[src/mtl_pkg.sv]
// Purpose: Shared constants and types for the memory type range lookup block
// Assumes: Registers are reached through a model-specific register port
// Notes:   Register indices and reset values are named here and nowhere else
`default_nettype none
package mtl_pkg;
  // Physical address and field widths
  localparam int PA_W  = 52;
  localparam int PFN_W = 40;
  localparam int TYP_W = 8;
  localparam int DAT_W = 64;
  localparam int IDX_W = 8;

  // Register indices on the model-specific register port
  localparam logic [IDX_W-1:0] IDX_VAR_FIRST = 8'h00; // base n at 2n, mask n at 2n+1
  localparam logic [IDX_W-1:0] IDX_FIX_E8    = 8'h10;
  localparam logic [IDX_W-1:0] IDX_FIX_F0    = 8'h11;
  localparam logic [IDX_W-1:0] IDX_FIX_F8    = 8'h12;
  localparam logic [IDX_W-1:0] IDX_DEF_TYPE  = 8'h13;

  // Field positions
  localparam int TYPE_LSB  = 0;
  localparam int PFN_LSB   = 12;
  localparam int PFN_MSB   = 51;
  localparam int MASK_V    = 11;
  localparam int DEF_FE    = 10;
  localparam int DEF_GE    = 11;

  // Fixed 4-Kbyte regions: 32-Kbyte blocks E8, F0, F8 of the first megabyte
  localparam logic [4:0] FIX_FIRST_BLK = 5'h1d;
  localparam int         FIX_REGS      = 3;

  // Memory type encodings
  localparam logic [TYP_W-1:0] MT_UC = 8'h00;
  localparam logic [TYP_W-1:0] MT_WC = 8'h01;
  localparam logic [TYP_W-1:0] MT_WT = 8'h04;
  localparam logic [TYP_W-1:0] MT_WP = 8'h05;
  localparam logic [TYP_W-1:0] MT_WB = 8'h06;

  // Reset values
  localparam logic [TYP_W-1:0] RST_TYPE = 8'h00;
  localparam logic [PFN_W-1:0] RST_PFN  = 40'h00_0000_0000;
  localparam logic [DAT_W-1:0] RST_FIX  = 64'h0000_0000_0000_0000;

  // Register access request and answer
  typedef struct packed {
    logic             wr;
    logic             rd;
    logic [IDX_W-1:0] idx;
    logic [DAT_W-1:0] data;
  } mtl_msr_req_t;

  typedef struct packed {
    logic             ack;
    logic             fault;
    logic [DAT_W-1:0] rdata;
  } mtl_msr_rsp_t;

  // True for the standard type encodings only
  function automatic logic type_ok(input logic [TYP_W-1:0] t);
    return (t == MT_UC) || (t == MT_WC) || (t == MT_WT) || (t == MT_WP) || (t == MT_WB);
  endfunction
endpackage
`default_nettype wire

[src/mtl_range_match.sv]
// Purpose: Match one physical page number against one base and mask pair
// Assumes: Page offset bits are dropped by the caller
// Notes:   Purely combinational; one instance per variable range
`timescale 1ns/1ps
`default_nettype none
module mtl_range_match (
  input  wire logic [mtl_pkg::PFN_W-1:0] base_i,
  input  wire logic [mtl_pkg::PFN_W-1:0] mask_i,
  input  wire logic                      valid_i,
  input  wire logic [mtl_pkg::PFN_W-1:0] pfn_i,
  output logic                           hit_o
);
  // Low 12 bits of base and mask are implicitly zero, so only page numbers compare
  assign hit_o = valid_i && ((mask_i & base_i) == (mask_i & pfn_i));
endmodule
`default_nettype wire

[src/mtl_lookup.sv]
// Purpose: Memory type range lookup with fixed, variable and default types
// Assumes: Requests and register accesses are synchronous to mclk_i
// Notes:   Lookup and register answers both arrive one cycle after the request
//
// How it works
// - Upper fixed registers hold eight byte types, low byte lowest 4K page.
// - Eight variable ranges, each one base register and one mask register.
// - Base: type in 7-0, page number in 51-12, other bits zero.
// - Variable types accept standard encodings only; others are refused.
// - Base address low twelve bits are taken as zero.
// - Mask bit 11 enables the pair; clear means ignored.
// - Mask page bits 51-12 stored; all pair fields readable and writable.
// - Hit when mask AND base equals mask AND address page number.
// - Unmatched addresses take the default type.
// - Default register: type 7-0, fixed enable 10, global enable 11.
// - Types: 00 UC, 01 WC, 04 WT, 05 WP, 06 WB.
// - Global enable clear forces uncacheable everywhere.
// - Fixed enable gates fixed ranges only, under global enable.
// - Default type field refuses extended encodings.
`timescale 1ns/1ps
`default_nettype none
module mtl_lookup #(
  parameter int NUM_VAR = 8
) (
  input  wire logic                          mclk_i,
  input  wire logic                          reset_n_i,
  input  wire logic                          lookup_req_i,
  input  wire logic [mtl_pkg::PA_W-1:0]      lookup_addr_i,
  input  wire mtl_pkg::mtl_msr_req_t         msr_req_i,
  output logic                               type_valid_o,
  output logic [mtl_pkg::TYP_W-1:0]          mem_type_o,
  output mtl_pkg::mtl_msr_rsp_t              msr_rsp_o
);
  // Configuration state
  logic [mtl_pkg::TYP_W-1:0] var_type_ff [NUM_VAR];
  logic [mtl_pkg::PFN_W-1:0] var_base_ff [NUM_VAR];
  logic [mtl_pkg::PFN_W-1:0] var_mask_ff [NUM_VAR];
  logic [NUM_VAR-1:0]        var_v_ff;
  logic [mtl_pkg::DAT_W-1:0] fix_ff      [mtl_pkg::FIX_REGS];
  logic [mtl_pkg::TYP_W-1:0] def_type_ff;
  logic                      fe_ff;
  logic                      ge_ff;
  logic [mtl_pkg::TYP_W-1:0] nxt_var_type [NUM_VAR];
  logic [mtl_pkg::PFN_W-1:0] nxt_var_base [NUM_VAR];
  logic [mtl_pkg::PFN_W-1:0] nxt_var_mask [NUM_VAR];
  logic [NUM_VAR-1:0]        nxt_var_v;
  logic [mtl_pkg::DAT_W-1:0] nxt_fix      [mtl_pkg::FIX_REGS];
  logic [mtl_pkg::TYP_W-1:0] nxt_def_type;
  logic                      nxt_fe;
  logic                      nxt_ge;
  mtl_pkg::mtl_msr_rsp_t     rsp_ff;
  mtl_pkg::mtl_msr_rsp_t     nxt_rsp;
  // Lookup state
  logic                      tv_ff;
  logic                      nxt_tv;
  logic [mtl_pkg::TYP_W-1:0] mt_ff;
  logic [mtl_pkg::TYP_W-1:0] nxt_mt;
  logic [NUM_VAR-1:0]        var_hit;
  logic [mtl_pkg::PFN_W-1:0] pfn;
  logic                      fix_hit;
  logic [1:0]                fix_sel;
  logic [2:0]                fix_byte;
  logic [mtl_pkg::TYP_W-1:0] fix_type;

  assign pfn      = lookup_addr_i[mtl_pkg::PFN_MSB:mtl_pkg::PFN_LSB];
  // Only the top three 32-Kbyte blocks below 1 Mbyte have fixed types here
  assign fix_hit  = (lookup_addr_i[mtl_pkg::PA_W-1:20] == '0)
                    && (lookup_addr_i[19:15] >= mtl_pkg::FIX_FIRST_BLK);
  assign fix_sel  = 2'(lookup_addr_i[19:15] - mtl_pkg::FIX_FIRST_BLK);
  assign fix_byte = lookup_addr_i[14:12];
  // Byte k of a fixed register types the k-th 4K page of its block
  assign fix_type = fix_ff[fix_sel][fix_byte*8 +: 8];

  // One comparator per variable range
  for (genvar g = 0; g < NUM_VAR; g++) begin : g_match
    mtl_range_match u_match (
      .base_i  (var_base_ff[g]),
      .mask_i  (var_mask_ff[g]),
      .valid_i (var_v_ff[g]),
      .pfn_i   (pfn),
      .hit_o   (var_hit[g])
    );
  end

  // Register writes and reads; a refused write leaves state untouched
  always_comb begin
    logic [mtl_pkg::DAT_W-1:0] d;
    logic                      mapped;
    logic                      bad;
    d            = msr_req_i.data;
    mapped       = 1'b0;
    bad          = 1'b0;
    nxt_var_type = var_type_ff;
    nxt_var_base = var_base_ff;
    nxt_var_mask = var_mask_ff;
    nxt_var_v    = var_v_ff;
    nxt_fix      = fix_ff;
    nxt_def_type = def_type_ff;
    nxt_fe       = fe_ff;
    nxt_ge       = ge_ff;
    nxt_rsp      = '0;
    for (int i = 0; i < NUM_VAR; i++) begin
      if (msr_req_i.idx == 8'(mtl_pkg::IDX_VAR_FIRST + 2*i)) begin
        mapped            = 1'b1;
        nxt_rsp.rdata     = {12'h000, var_base_ff[i], 4'h0, var_type_ff[i]};
        bad               = (d[63:52] != '0) || (d[11:8] != '0)
                            || !mtl_pkg::type_ok(d[7:0]);
        if (msr_req_i.wr && !bad) begin
          nxt_var_type[i] = d[7:0];
          nxt_var_base[i] = d[mtl_pkg::PFN_MSB:mtl_pkg::PFN_LSB];
        end
      end
      if (msr_req_i.idx == 8'(mtl_pkg::IDX_VAR_FIRST + 2*i + 1)) begin
        mapped            = 1'b1;
        nxt_rsp.rdata     = {12'h000, var_mask_ff[i], var_v_ff[i], 11'h000};
        bad               = (d[63:52] != '0) || (d[10:0] != '0);
        if (msr_req_i.wr && !bad) begin
          nxt_var_mask[i] = d[mtl_pkg::PFN_MSB:mtl_pkg::PFN_LSB];
          nxt_var_v[i]    = d[mtl_pkg::MASK_V];
        end
      end
    end
    for (int r = 0; r < mtl_pkg::FIX_REGS; r++) begin
      if (msr_req_i.idx == 8'(mtl_pkg::IDX_FIX_E8 + r)) begin
        mapped        = 1'b1;
        nxt_rsp.rdata = fix_ff[r];
        for (int b = 0; b < 8; b++) begin
          bad = bad || !mtl_pkg::type_ok(d[b*8 +: 8]);
        end
        if (msr_req_i.wr && !bad) begin
          nxt_fix[r] = d;
        end
      end
    end
    if (msr_req_i.idx == mtl_pkg::IDX_DEF_TYPE) begin
      mapped        = 1'b1;
      nxt_rsp.rdata = {52'h0, ge_ff, fe_ff, 2'h0, def_type_ff};
      bad           = (d[63:12] != '0) || (d[9:8] != '0)
                      || !mtl_pkg::type_ok(d[7:0]);
      if (msr_req_i.wr && !bad) begin
        nxt_def_type = d[7:0];
        nxt_fe       = d[mtl_pkg::DEF_FE];
        nxt_ge       = d[mtl_pkg::DEF_GE];
      end
    end
    // Unmapped index faults on read or write; bad data faults on write only
    nxt_rsp.ack   = msr_req_i.wr || msr_req_i.rd;
    nxt_rsp.fault = nxt_rsp.ack && (!mapped || (msr_req_i.wr && bad));
    if (!msr_req_i.rd || !mapped) begin
      nxt_rsp.rdata = '0;
    end
  end

  // Configuration registers
  always_ff @(posedge mclk_i or negedge reset_n_i) begin
    if (!reset_n_i) begin
      for (int i = 0; i < NUM_VAR; i++) begin
        var_type_ff[i] <= mtl_pkg::RST_TYPE;
        var_base_ff[i] <= mtl_pkg::RST_PFN;
        var_mask_ff[i] <= mtl_pkg::RST_PFN;
      end
      for (int r = 0; r < mtl_pkg::FIX_REGS; r++) begin
        fix_ff[r] <= mtl_pkg::RST_FIX;
      end
      var_v_ff    <= '0;
      def_type_ff <= mtl_pkg::RST_TYPE;
      fe_ff       <= 1'b0;
      ge_ff       <= 1'b0;
      rsp_ff      <= '0;
    end else begin
      var_type_ff <= nxt_var_type;
      var_base_ff <= nxt_var_base;
      var_mask_ff <= nxt_var_mask;
      var_v_ff    <= nxt_var_v;
      fix_ff      <= nxt_fix;
      def_type_ff <= nxt_def_type;
      fe_ff       <= nxt_fe;
      ge_ff       <= nxt_ge;
      rsp_ff      <= nxt_rsp;
    end
  end

  // Type resolution: global enable, then fixed, then variable, then default
  always_comb begin
    logic [7:0] seen;
    seen = '0;
    for (int i = 0; i < NUM_VAR; i++) begin
      if (var_hit[i]) begin
        seen[var_type_ff[i][2:0]] = 1'b1;
      end
    end
    nxt_tv = lookup_req_i;
    nxt_mt = mt_ff;
    if (lookup_req_i) begin
      if (!ge_ff) begin
        nxt_mt = mtl_pkg::MT_UC;
      end else if (fe_ff && fix_hit) begin
        nxt_mt = fix_type;
      end else if (seen == '0) begin
        nxt_mt = def_type_ff;
      end else if (seen[mtl_pkg::MT_UC[2:0]]) begin
        nxt_mt = mtl_pkg::MT_UC;
      end else if ($onehot(seen)) begin
        nxt_mt = '0;
        for (int t = 0; t < 8; t++) begin
          if (seen[t]) begin
            nxt_mt = 8'(t);
          end
        end
      end else if (seen == ((8'h01 << mtl_pkg::MT_WT[2:0]) | (8'h01 << mtl_pkg::MT_WB[2:0]))) begin
        nxt_mt = mtl_pkg::MT_WT; // Writethrough is the safe meet of WT and WB
      end else begin
        nxt_mt = mtl_pkg::MT_UC; // Any other conflict falls back to uncacheable
      end
    end
  end

  // Lookup result registers
  always_ff @(posedge mclk_i or negedge reset_n_i) begin
    if (!reset_n_i) begin
      tv_ff <= 1'b0;
      mt_ff <= mtl_pkg::MT_UC;
    end else begin
      tv_ff <= nxt_tv;
      mt_ff <= nxt_mt;
    end
  end

  assign type_valid_o = tv_ff;
  assign mem_type_o   = mt_ff;
  assign msr_rsp_o    = rsp_ff;
endmodule
`default_nettype wire

[config.mk]
export PLATFORM = sky130hd
export DESIGN_NAME = mtl_lookup
export DESIGN_NICKNAME = d
export VERILOG_FILES = /design/src/mtl_pkg.sv /design/src/mtl_range_match.sv /design/src/mtl_lookup.sv
export SDC_FILE = /design/constraint.sdc
export NUM_CORES = 2
export LEC_CHECK = 0
export ABC_AREA = 1
export BUFFER_PORTS_ARGS = -buffer_cell sky130_fd_sc_hd__buf_4
export CORE_MARGIN = 8
export CORE_UTILIZATION = 60
export DETAILED_ROUTE_END_ITERATION = 10
export PLACE_DENSITY = 0.77
export SYNTH_ARGS = -nofsm -noshare
export SYNTH_HDL_FRONTEND = slang
export SYNTH_HIERARCHICAL = 1
export SYNTH_SLANG_ARGS = --single-unit
[constraint.sdc]
create_clock -name mclk_i -period 5.55 [get_ports mclk_i]
set_input_delay 1.11 -clock mclk_i [delete_from_list [all_inputs] [get_ports mclk_i]]
set_output_delay 1.11 -clock mclk_i [all_outputs]
set_load 0.02 [all_outputs]
; Yosys cells after proc, flatten, opt, wreduce, memory -nomap -nowiden
; Index checks and enable logic that the tools add are counted.
[op_classes]
n_addsub = 8
magnitude_cmp = 18
n_eq_ne = 61
shifts = 1
muxes = 101
n_bitwise = 24
n_reduce_logical = 142
[ops]
columns = operator, n
row1 = $mux W64, 21
row2 = $and A40 B40 Y40, 16
row3 = $eq A40 B40 Y1, 8
row4 = $eq A8 B3 Y1 const B, 28
row5 = $mux W8, 19
row6 = $bmux W64 S2, 1
row7 = $mux W52, 2
row8 = $logic_not A8 Y1, 10
row9 = $eq A8 B1 Y1 const B, 9
row10 = $eq A8 B4 Y1 const B, 8
row11 = $logic_or A1 B1 Y1, 64
row12 = $shiftx A64 B7 Y8, 1
row13 = $or A8 B8 Y8, 7
row14 = $reduce_bool A52 Y1, 1
row15 = $mux W1, 49
row16 = $reduce_and A2 Y1, 20
row17 = $eq A8 B5 Y1 const B, 4
row18 = $logic_not A32 Y1, 1
row19 = $lt A3 B4 Y1 const B, 8
row20 = $logic_and A1 B1 Y1, 26
row21 = $demux W1 S3, 8
row22 = $ge A3 B1 Y1 const B, 8
row23 = $eq A8 B2 Y1 const B, 2
row24 = $logic_not A1 Y1, 16
row25 = other kinds (14), 18
[word_totals]
register_bits = 989
in_bits = 129

; Logic depth before layout (Yosys ltp)
[logic_depth]
ltp_word = 54
depth_mapped = 33

; Modules after synthesis
; The synthesis kept the hierarchy.
[modules_own_cells]
columns = mod, instances, cells_per_inst, area_per_inst_um2, seq_area_each_um2
row1 = mtl_lookup, 1, 5754, 45806.4, 24748.7
row2 = mtl_range_match, 8, 209, 865.8, 0.0

; Worst setup path before layout
; No wires, ideal clock.
[synth_path]
path_type = input port to flip-flop
startpoint = input lookup_addr_i[44] (netlist bit)
endpoint = register mt_ff, in the netlist mem_type_o[0]
setup_time_ns = 0.065
arrival_time_ns = 5.421
t_required_ns = 5.485
path_slack_ns = 0.065
stages = 32
n_path_buf = 1
cell_sequence = nand2_1 > nand2_1 > o21ai_0 > nor2_1 > nand2_1 > nor2_1 > nand2_1 > nor2_1 > clkbuf_1 > nand4_1 > nand2_1 > inv_1 > nand4_1 > nor4_1 > inv_1 > fa_1 > fa_1 > inv_1 > fa_1 > inv_1 > ha_1 > inv_1 > fa_1 > o31ai_1 > o2111ai_1 > nor2_1 > inv_1 > nor2_1 > nand3_1 > nand2_1 > nand2_1 > nand2_1
[synth_lines]
columns = element, line
row1 = "start, declared", mtl_lookup.sv:28  ; input wire logic [mtl_pkg::PA_W-1:0] lookup_addr_i,
row2 = $and A40 B40 Y40 (*), mtl_range_match.sv:14  ; assign hit_o = valid_i && ((mask_i & base_i) == (mask_i & pfn_i));
row3 = $eq A40 B40 Y1 (*), mtl_range_match.sv:14
row4 = $logic_and A1 B1 Y1 (*), mtl_range_match.sv:14
row5 = named net var_hit[6], mtl_lookup.sv:58  ; logic [NUM_VAR-1:0] var_hit;
row6 = $mux W8 (*), mtl_lookup.sv:188  ; if (var_hit[i]) begin
row7 = $or A8 B8 Y8 (no line), -
row8 = $mux W8 (*), mtl_lookup.sv:188
row9 = branches (longest 9 deep; another with $add A3 B3 Y4), -
row10 = $mux W8 (*), mtl_lookup.sv:199  ; end else if (seen == '0) begin
row11 = $mux W8 (*), mtl_lookup.sv:197  ; end else if (fe_ff && fix_hit) begin
row12 = $mux W8 (*), mtl_lookup.sv:195  ; if (!ge_ff) begin
row13 = "end signal, assigned", mtl_lookup.sv:222  ; mt_ff <= mtl_pkg::MT_UC;
row14 = "end signal, assigned", mtl_lookup.sv:225  ; mt_ff <= nxt_mt;
row15 = "end, declared", mtl_lookup.sv:56  ; logic [mtl_pkg::TYP_W-1:0] mt_ff;
; Mark *: on every way through the listed nets, which the timed path passes.
; A chain may end at the register's enable or synchronous reset.

; Final worst setup path
[layout_path]
startpoint = input lookup_addr_i[25] (netlist bit)
endpoint = register mt_ff, in the netlist mem_type_o[2]
[layout_lines]
columns = element, line
row1 = $and A40 B40 Y40 (*), mtl_range_match.sv:14
row2 = $eq A40 B40 Y1 (*), mtl_range_match.sv:14
row3 = $logic_and A1 B1 Y1 (*), mtl_range_match.sv:14
row4 = named net var_hit[2], mtl_lookup.sv:58
row5 = $mux W8 (*), mtl_lookup.sv:188
row6 = $or A8 B8 Y8 (no line), -
row7 = $mux W8 (*), mtl_lookup.sv:188
row8 = $or A8 B8 Y8 (no line), -
row9 = [3 not listed], -
row10 = $or A8 B8 Y8 (no line), -
row11 = $mux W8 (*), mtl_lookup.sv:188
row12 = $or A8 B8 Y8 (no line), -
row13 = $mux W8 (*), mtl_lookup.sv:188
row14 = branches (longest 7 deep; another with $add A3 B3 Y4), -
row15 = $mux W8 (*), mtl_lookup.sv:199
row16 = $mux W8 (*), mtl_lookup.sv:197
row17 = $mux W8 (*), mtl_lookup.sv:195
; Marks and branches as above.

==> run summary <==
Yosys cell types -> 49
Overall Global Routing Usage -> 36.41%
syn nets -> 7564
Synth Area per Inst -> 7.101 um^2
Net Sw Frac -> 24.29%
TritonCTS Buffers -> 105
clk_lat worst skew -> 710 ps
Die Y -> 312.5 um
clock skew -> 24.55 ps
Post-synth ARST share -> 100.0%
Req. time, crit path -> 6140 ps
crit start category -> input pin
yosys warns -> 6
max frequency -> 182.6 MHz
DR iter-0 viols -> 6475
Clock transition at path regs -> 60 ps
vias in the first global route -> 49560
sequential share of the synthesized area -> 46.93%
critical-path maximum fanout -> 12
crit path DAT -> 6070 ps
Boundary Pins -> 204
initial antenna violation count -> 9
Site Rows -> 108
status -> finished clean
Max-slew headroom -> 30.07%
Area growth syn-to-layout -> 15.77%
area fraction of the dominant cell type after synthesis -> 46.93%
Clock Sink Count -> 989
CTS tree -> yes
Synth area leaders -> dfrtp_1 47%, nand2_1 17%, o21ai_0 7.8%
total wire length -> 183800 um
Reg power frac -> 47.0%
Comb power frac -> 6.3%
Tcrit/Tclk final -> 98.69%
post-route minimum period -> 5477 ps
Hold Violations, Final -> 0
Tightest Pin Transition -> 1049 ps
max incr delay on CP -> 520 ps
Worst Setup End Kind -> register
Worst path slowest cell -> fa_1
Pre-antenna DRT Iters -> 8
Longest Clk Path Bufs -> 3
Die X -> 312.5 um
Synth Cell Area -> 52730 um^2
die area -> 97630 um^2
Setup CP Type -> in -> reg
most frequent CP cell -> buf_4
P_int -> 11620 uW
Max Cap Viol -> 0
share of post-route cells with drive strength above 1 -> 12.16%
Clk pwr share -> 46.7%
Congestion Overflow GR -> 0
wire per inst -> 20.67 um
PwrDens -> 251.5 nW/um^2
Syn Inst Count -> 7426
leak pwr -> 0.03141 uW
vias per cell -> 5.867
htree depth -> 3
Max Slew Vio Count -> 0
Detail Route Antenna Nets -> 0
routed vias -> 52170
Main synth FF type -> dfrtp_1
final layout net count -> 7792
Psw -> 3730 uW
hold_ws -> 466.0 ps
number of synthesized flops with an enable pin -> 0
GP Congestion -> 0.9981
HP Class -> reg -> reg
leading area contributor after synthesis -> dfrtp_1
DP HPWL -> 126600 um
initial core utilization -> 60.69%
IO buf count -> 191
setup TNS -> 0 ps
area of the core -> 86890 um^2
# setup viols final -> 0
Fillers -> 7195
CTS root buffer -> clkbuf_16
first-pass GRT wire length -> 281400 um
Max IR drop VDD -> 0.3133 mV
# DRC -> 0
largest net degree at the start of global routing -> 140
synthesized flop and latch total -> 989
==> sequential cells by signal, summed over array words and instances, names as in the netlist <==
signal,count
var_base_ff,320
type_valid_o,1
var_mask_ff,320
ge_ff,1
fix_ff,192
msr_rsp_o,66
var_v_ff,8
fe_ff,1
mem_type_o,8
def_type_ff,8
var_type_ff,64
==> placed cells by master (no fill, tap or decap), drive strengths merged, types with 22 or more instances in the layout <==
cell	instances
nand4	82
nor2	475
nor3	98
o22ai	137
dfrtp	989
clkinv	25
a21oi	262
o211ai	22
or2	105
buf	518
nand2	2427
o21ai	936
nand3	418
nand3b	32
clkbuf	156
inv	939
nor4	26
==> logic make-up after synthesis <==
family / count (synthesis) / share of synthesized area [%]
flops: 989 / 46.93
compound gates: 1420 / 14.26
fa+ha+maj: 9 / 0.2705
buf+inv: 1337 / 9.659
simple gates: 3671 / 28.88
==> final cells by class <==
class | count | area [um^2] | area share [%]
clock buffer | 155 | 3148 | 5.156
clock inverter | 34 | 360.3 | 0.5902
inverter | 939 | 3525 | 5.773
multi-input combinational | 5100 | 23400 | 38.33
timing repair buffer | 519 | 4420 | 7.241
sequential | 989 | 24750 | 40.54
tap | 1155 | 1445 | 2.367
antenna | 1 | 2.502 | 0.004099
==> path summary, 6_finish.rpt <==
kind                                        end  depth (start not counted)         startpoint  slack (ps)
worst max-delay path              mem_type_o[2]                         30  lookup_addr_i[25]          70
worst min-delay path            var_type_ff[39]                          2    var_type_ff[39]         470
worst max register to register    mem_type_o[2]                         33   var_base_ff[257]         240
worst min register to register  var_type_ff[39]                          2    var_type_ff[39]         470
max in group asynchronous       var_type_ff[33]                          2          reset_n_i        3710
min in group asynchronous       var_mask_ff[90]                          1          reset_n_i         510
==> stage by stage <==
step | cells | setup slack (ps) | utilization [%] | total power [uW] | instance area, um^2
after floorplan | 7426 | 64.54 | - | 7671 | 52730
after global placement | 8691 | -1045 | 65.41 | 8249 | 56830
after detailed placement | 8691 | -1167 | 65.41 | 8262 | 56830
after CTS | 8882 | 0.8935 | 69.64 | 15350 | 60510
after global routing | 8891 | -71.43 | 70.26 | 15730 | 61050
final | 8892 | 72.71 | 70.26 | 15350 | 61050
==> metal layers <==
layer	share of wire (%)	vias up	wire length, um	GRT usage (%)
li1	-	24130	-	-
met1	38	24620	69670	46.38
met2	44	2760	81730	56.04
met3	11	651	20120	9.927
met4	6.6	12	12200	20.74
met5	0.045	-	82	0
==> cells in the mapped netlist, types with 2 or more instances <==
library cell and count:
dfrtp_1 989, o221ai_1 10, or2_0 39, a22oi_1 5, a221oi_1 3, or2_2 41, o21ai_1 119, buf_4 2
a21oi_1 262, and3_1 2, inv_1 866, fa_1 4, nor3b_1 2, o22ai_1 137, nor4_1 25, buf_2 36
inv_2 67, ha_1 5, nor2_4 3, nand3b_1 32, nand2_2 11, o2111ai_1 11, nand3_2 4, o211ai_1 22
clkbuf_1 345, o31ai_1 10, a311oi_1 2, nor2_2 14, clkinv_1 6, a211oi_1 3, and2_0 2, nor3_2 2
nor3_1 96, nand3_1 414, nor2_1 458, nand4_1 82, a31oi_1 16, nand2_1 2415, buf_1 12, o21ai_0 817
or2_1 25, buf_6 3
==> power groups by stage <==
stage / logic [uW] / clock network [uW] / registers, uW
finish: 965 / 7180 / 7210
global route: 1030 / 7490 / 7210
CTS: 925 / 7210 / 7210
detailed placement: 917 / 0 / 7340
global placement: 904 / 0 / 7340
floorplan: 321 / 0 / 7350
==> worst max-delay path, delay by kind of cell <==
kind            cells  cell delay, ps
buf+inv             9             920
compound gates      3             550
fa+ha+maj           5            1990
simple gates       13            1480
==> repair_timing <==
action,in CTS,in global routing
gates resized for setup,44,130
hold endpoints to repair,0,0
endpoints found under the setup margin,3,3
hold buffers,0,0
pin swaps,9,59
setup buffers,2,10
cloned,0,1
Note: power is estimated with default switching activity, not from simulation.
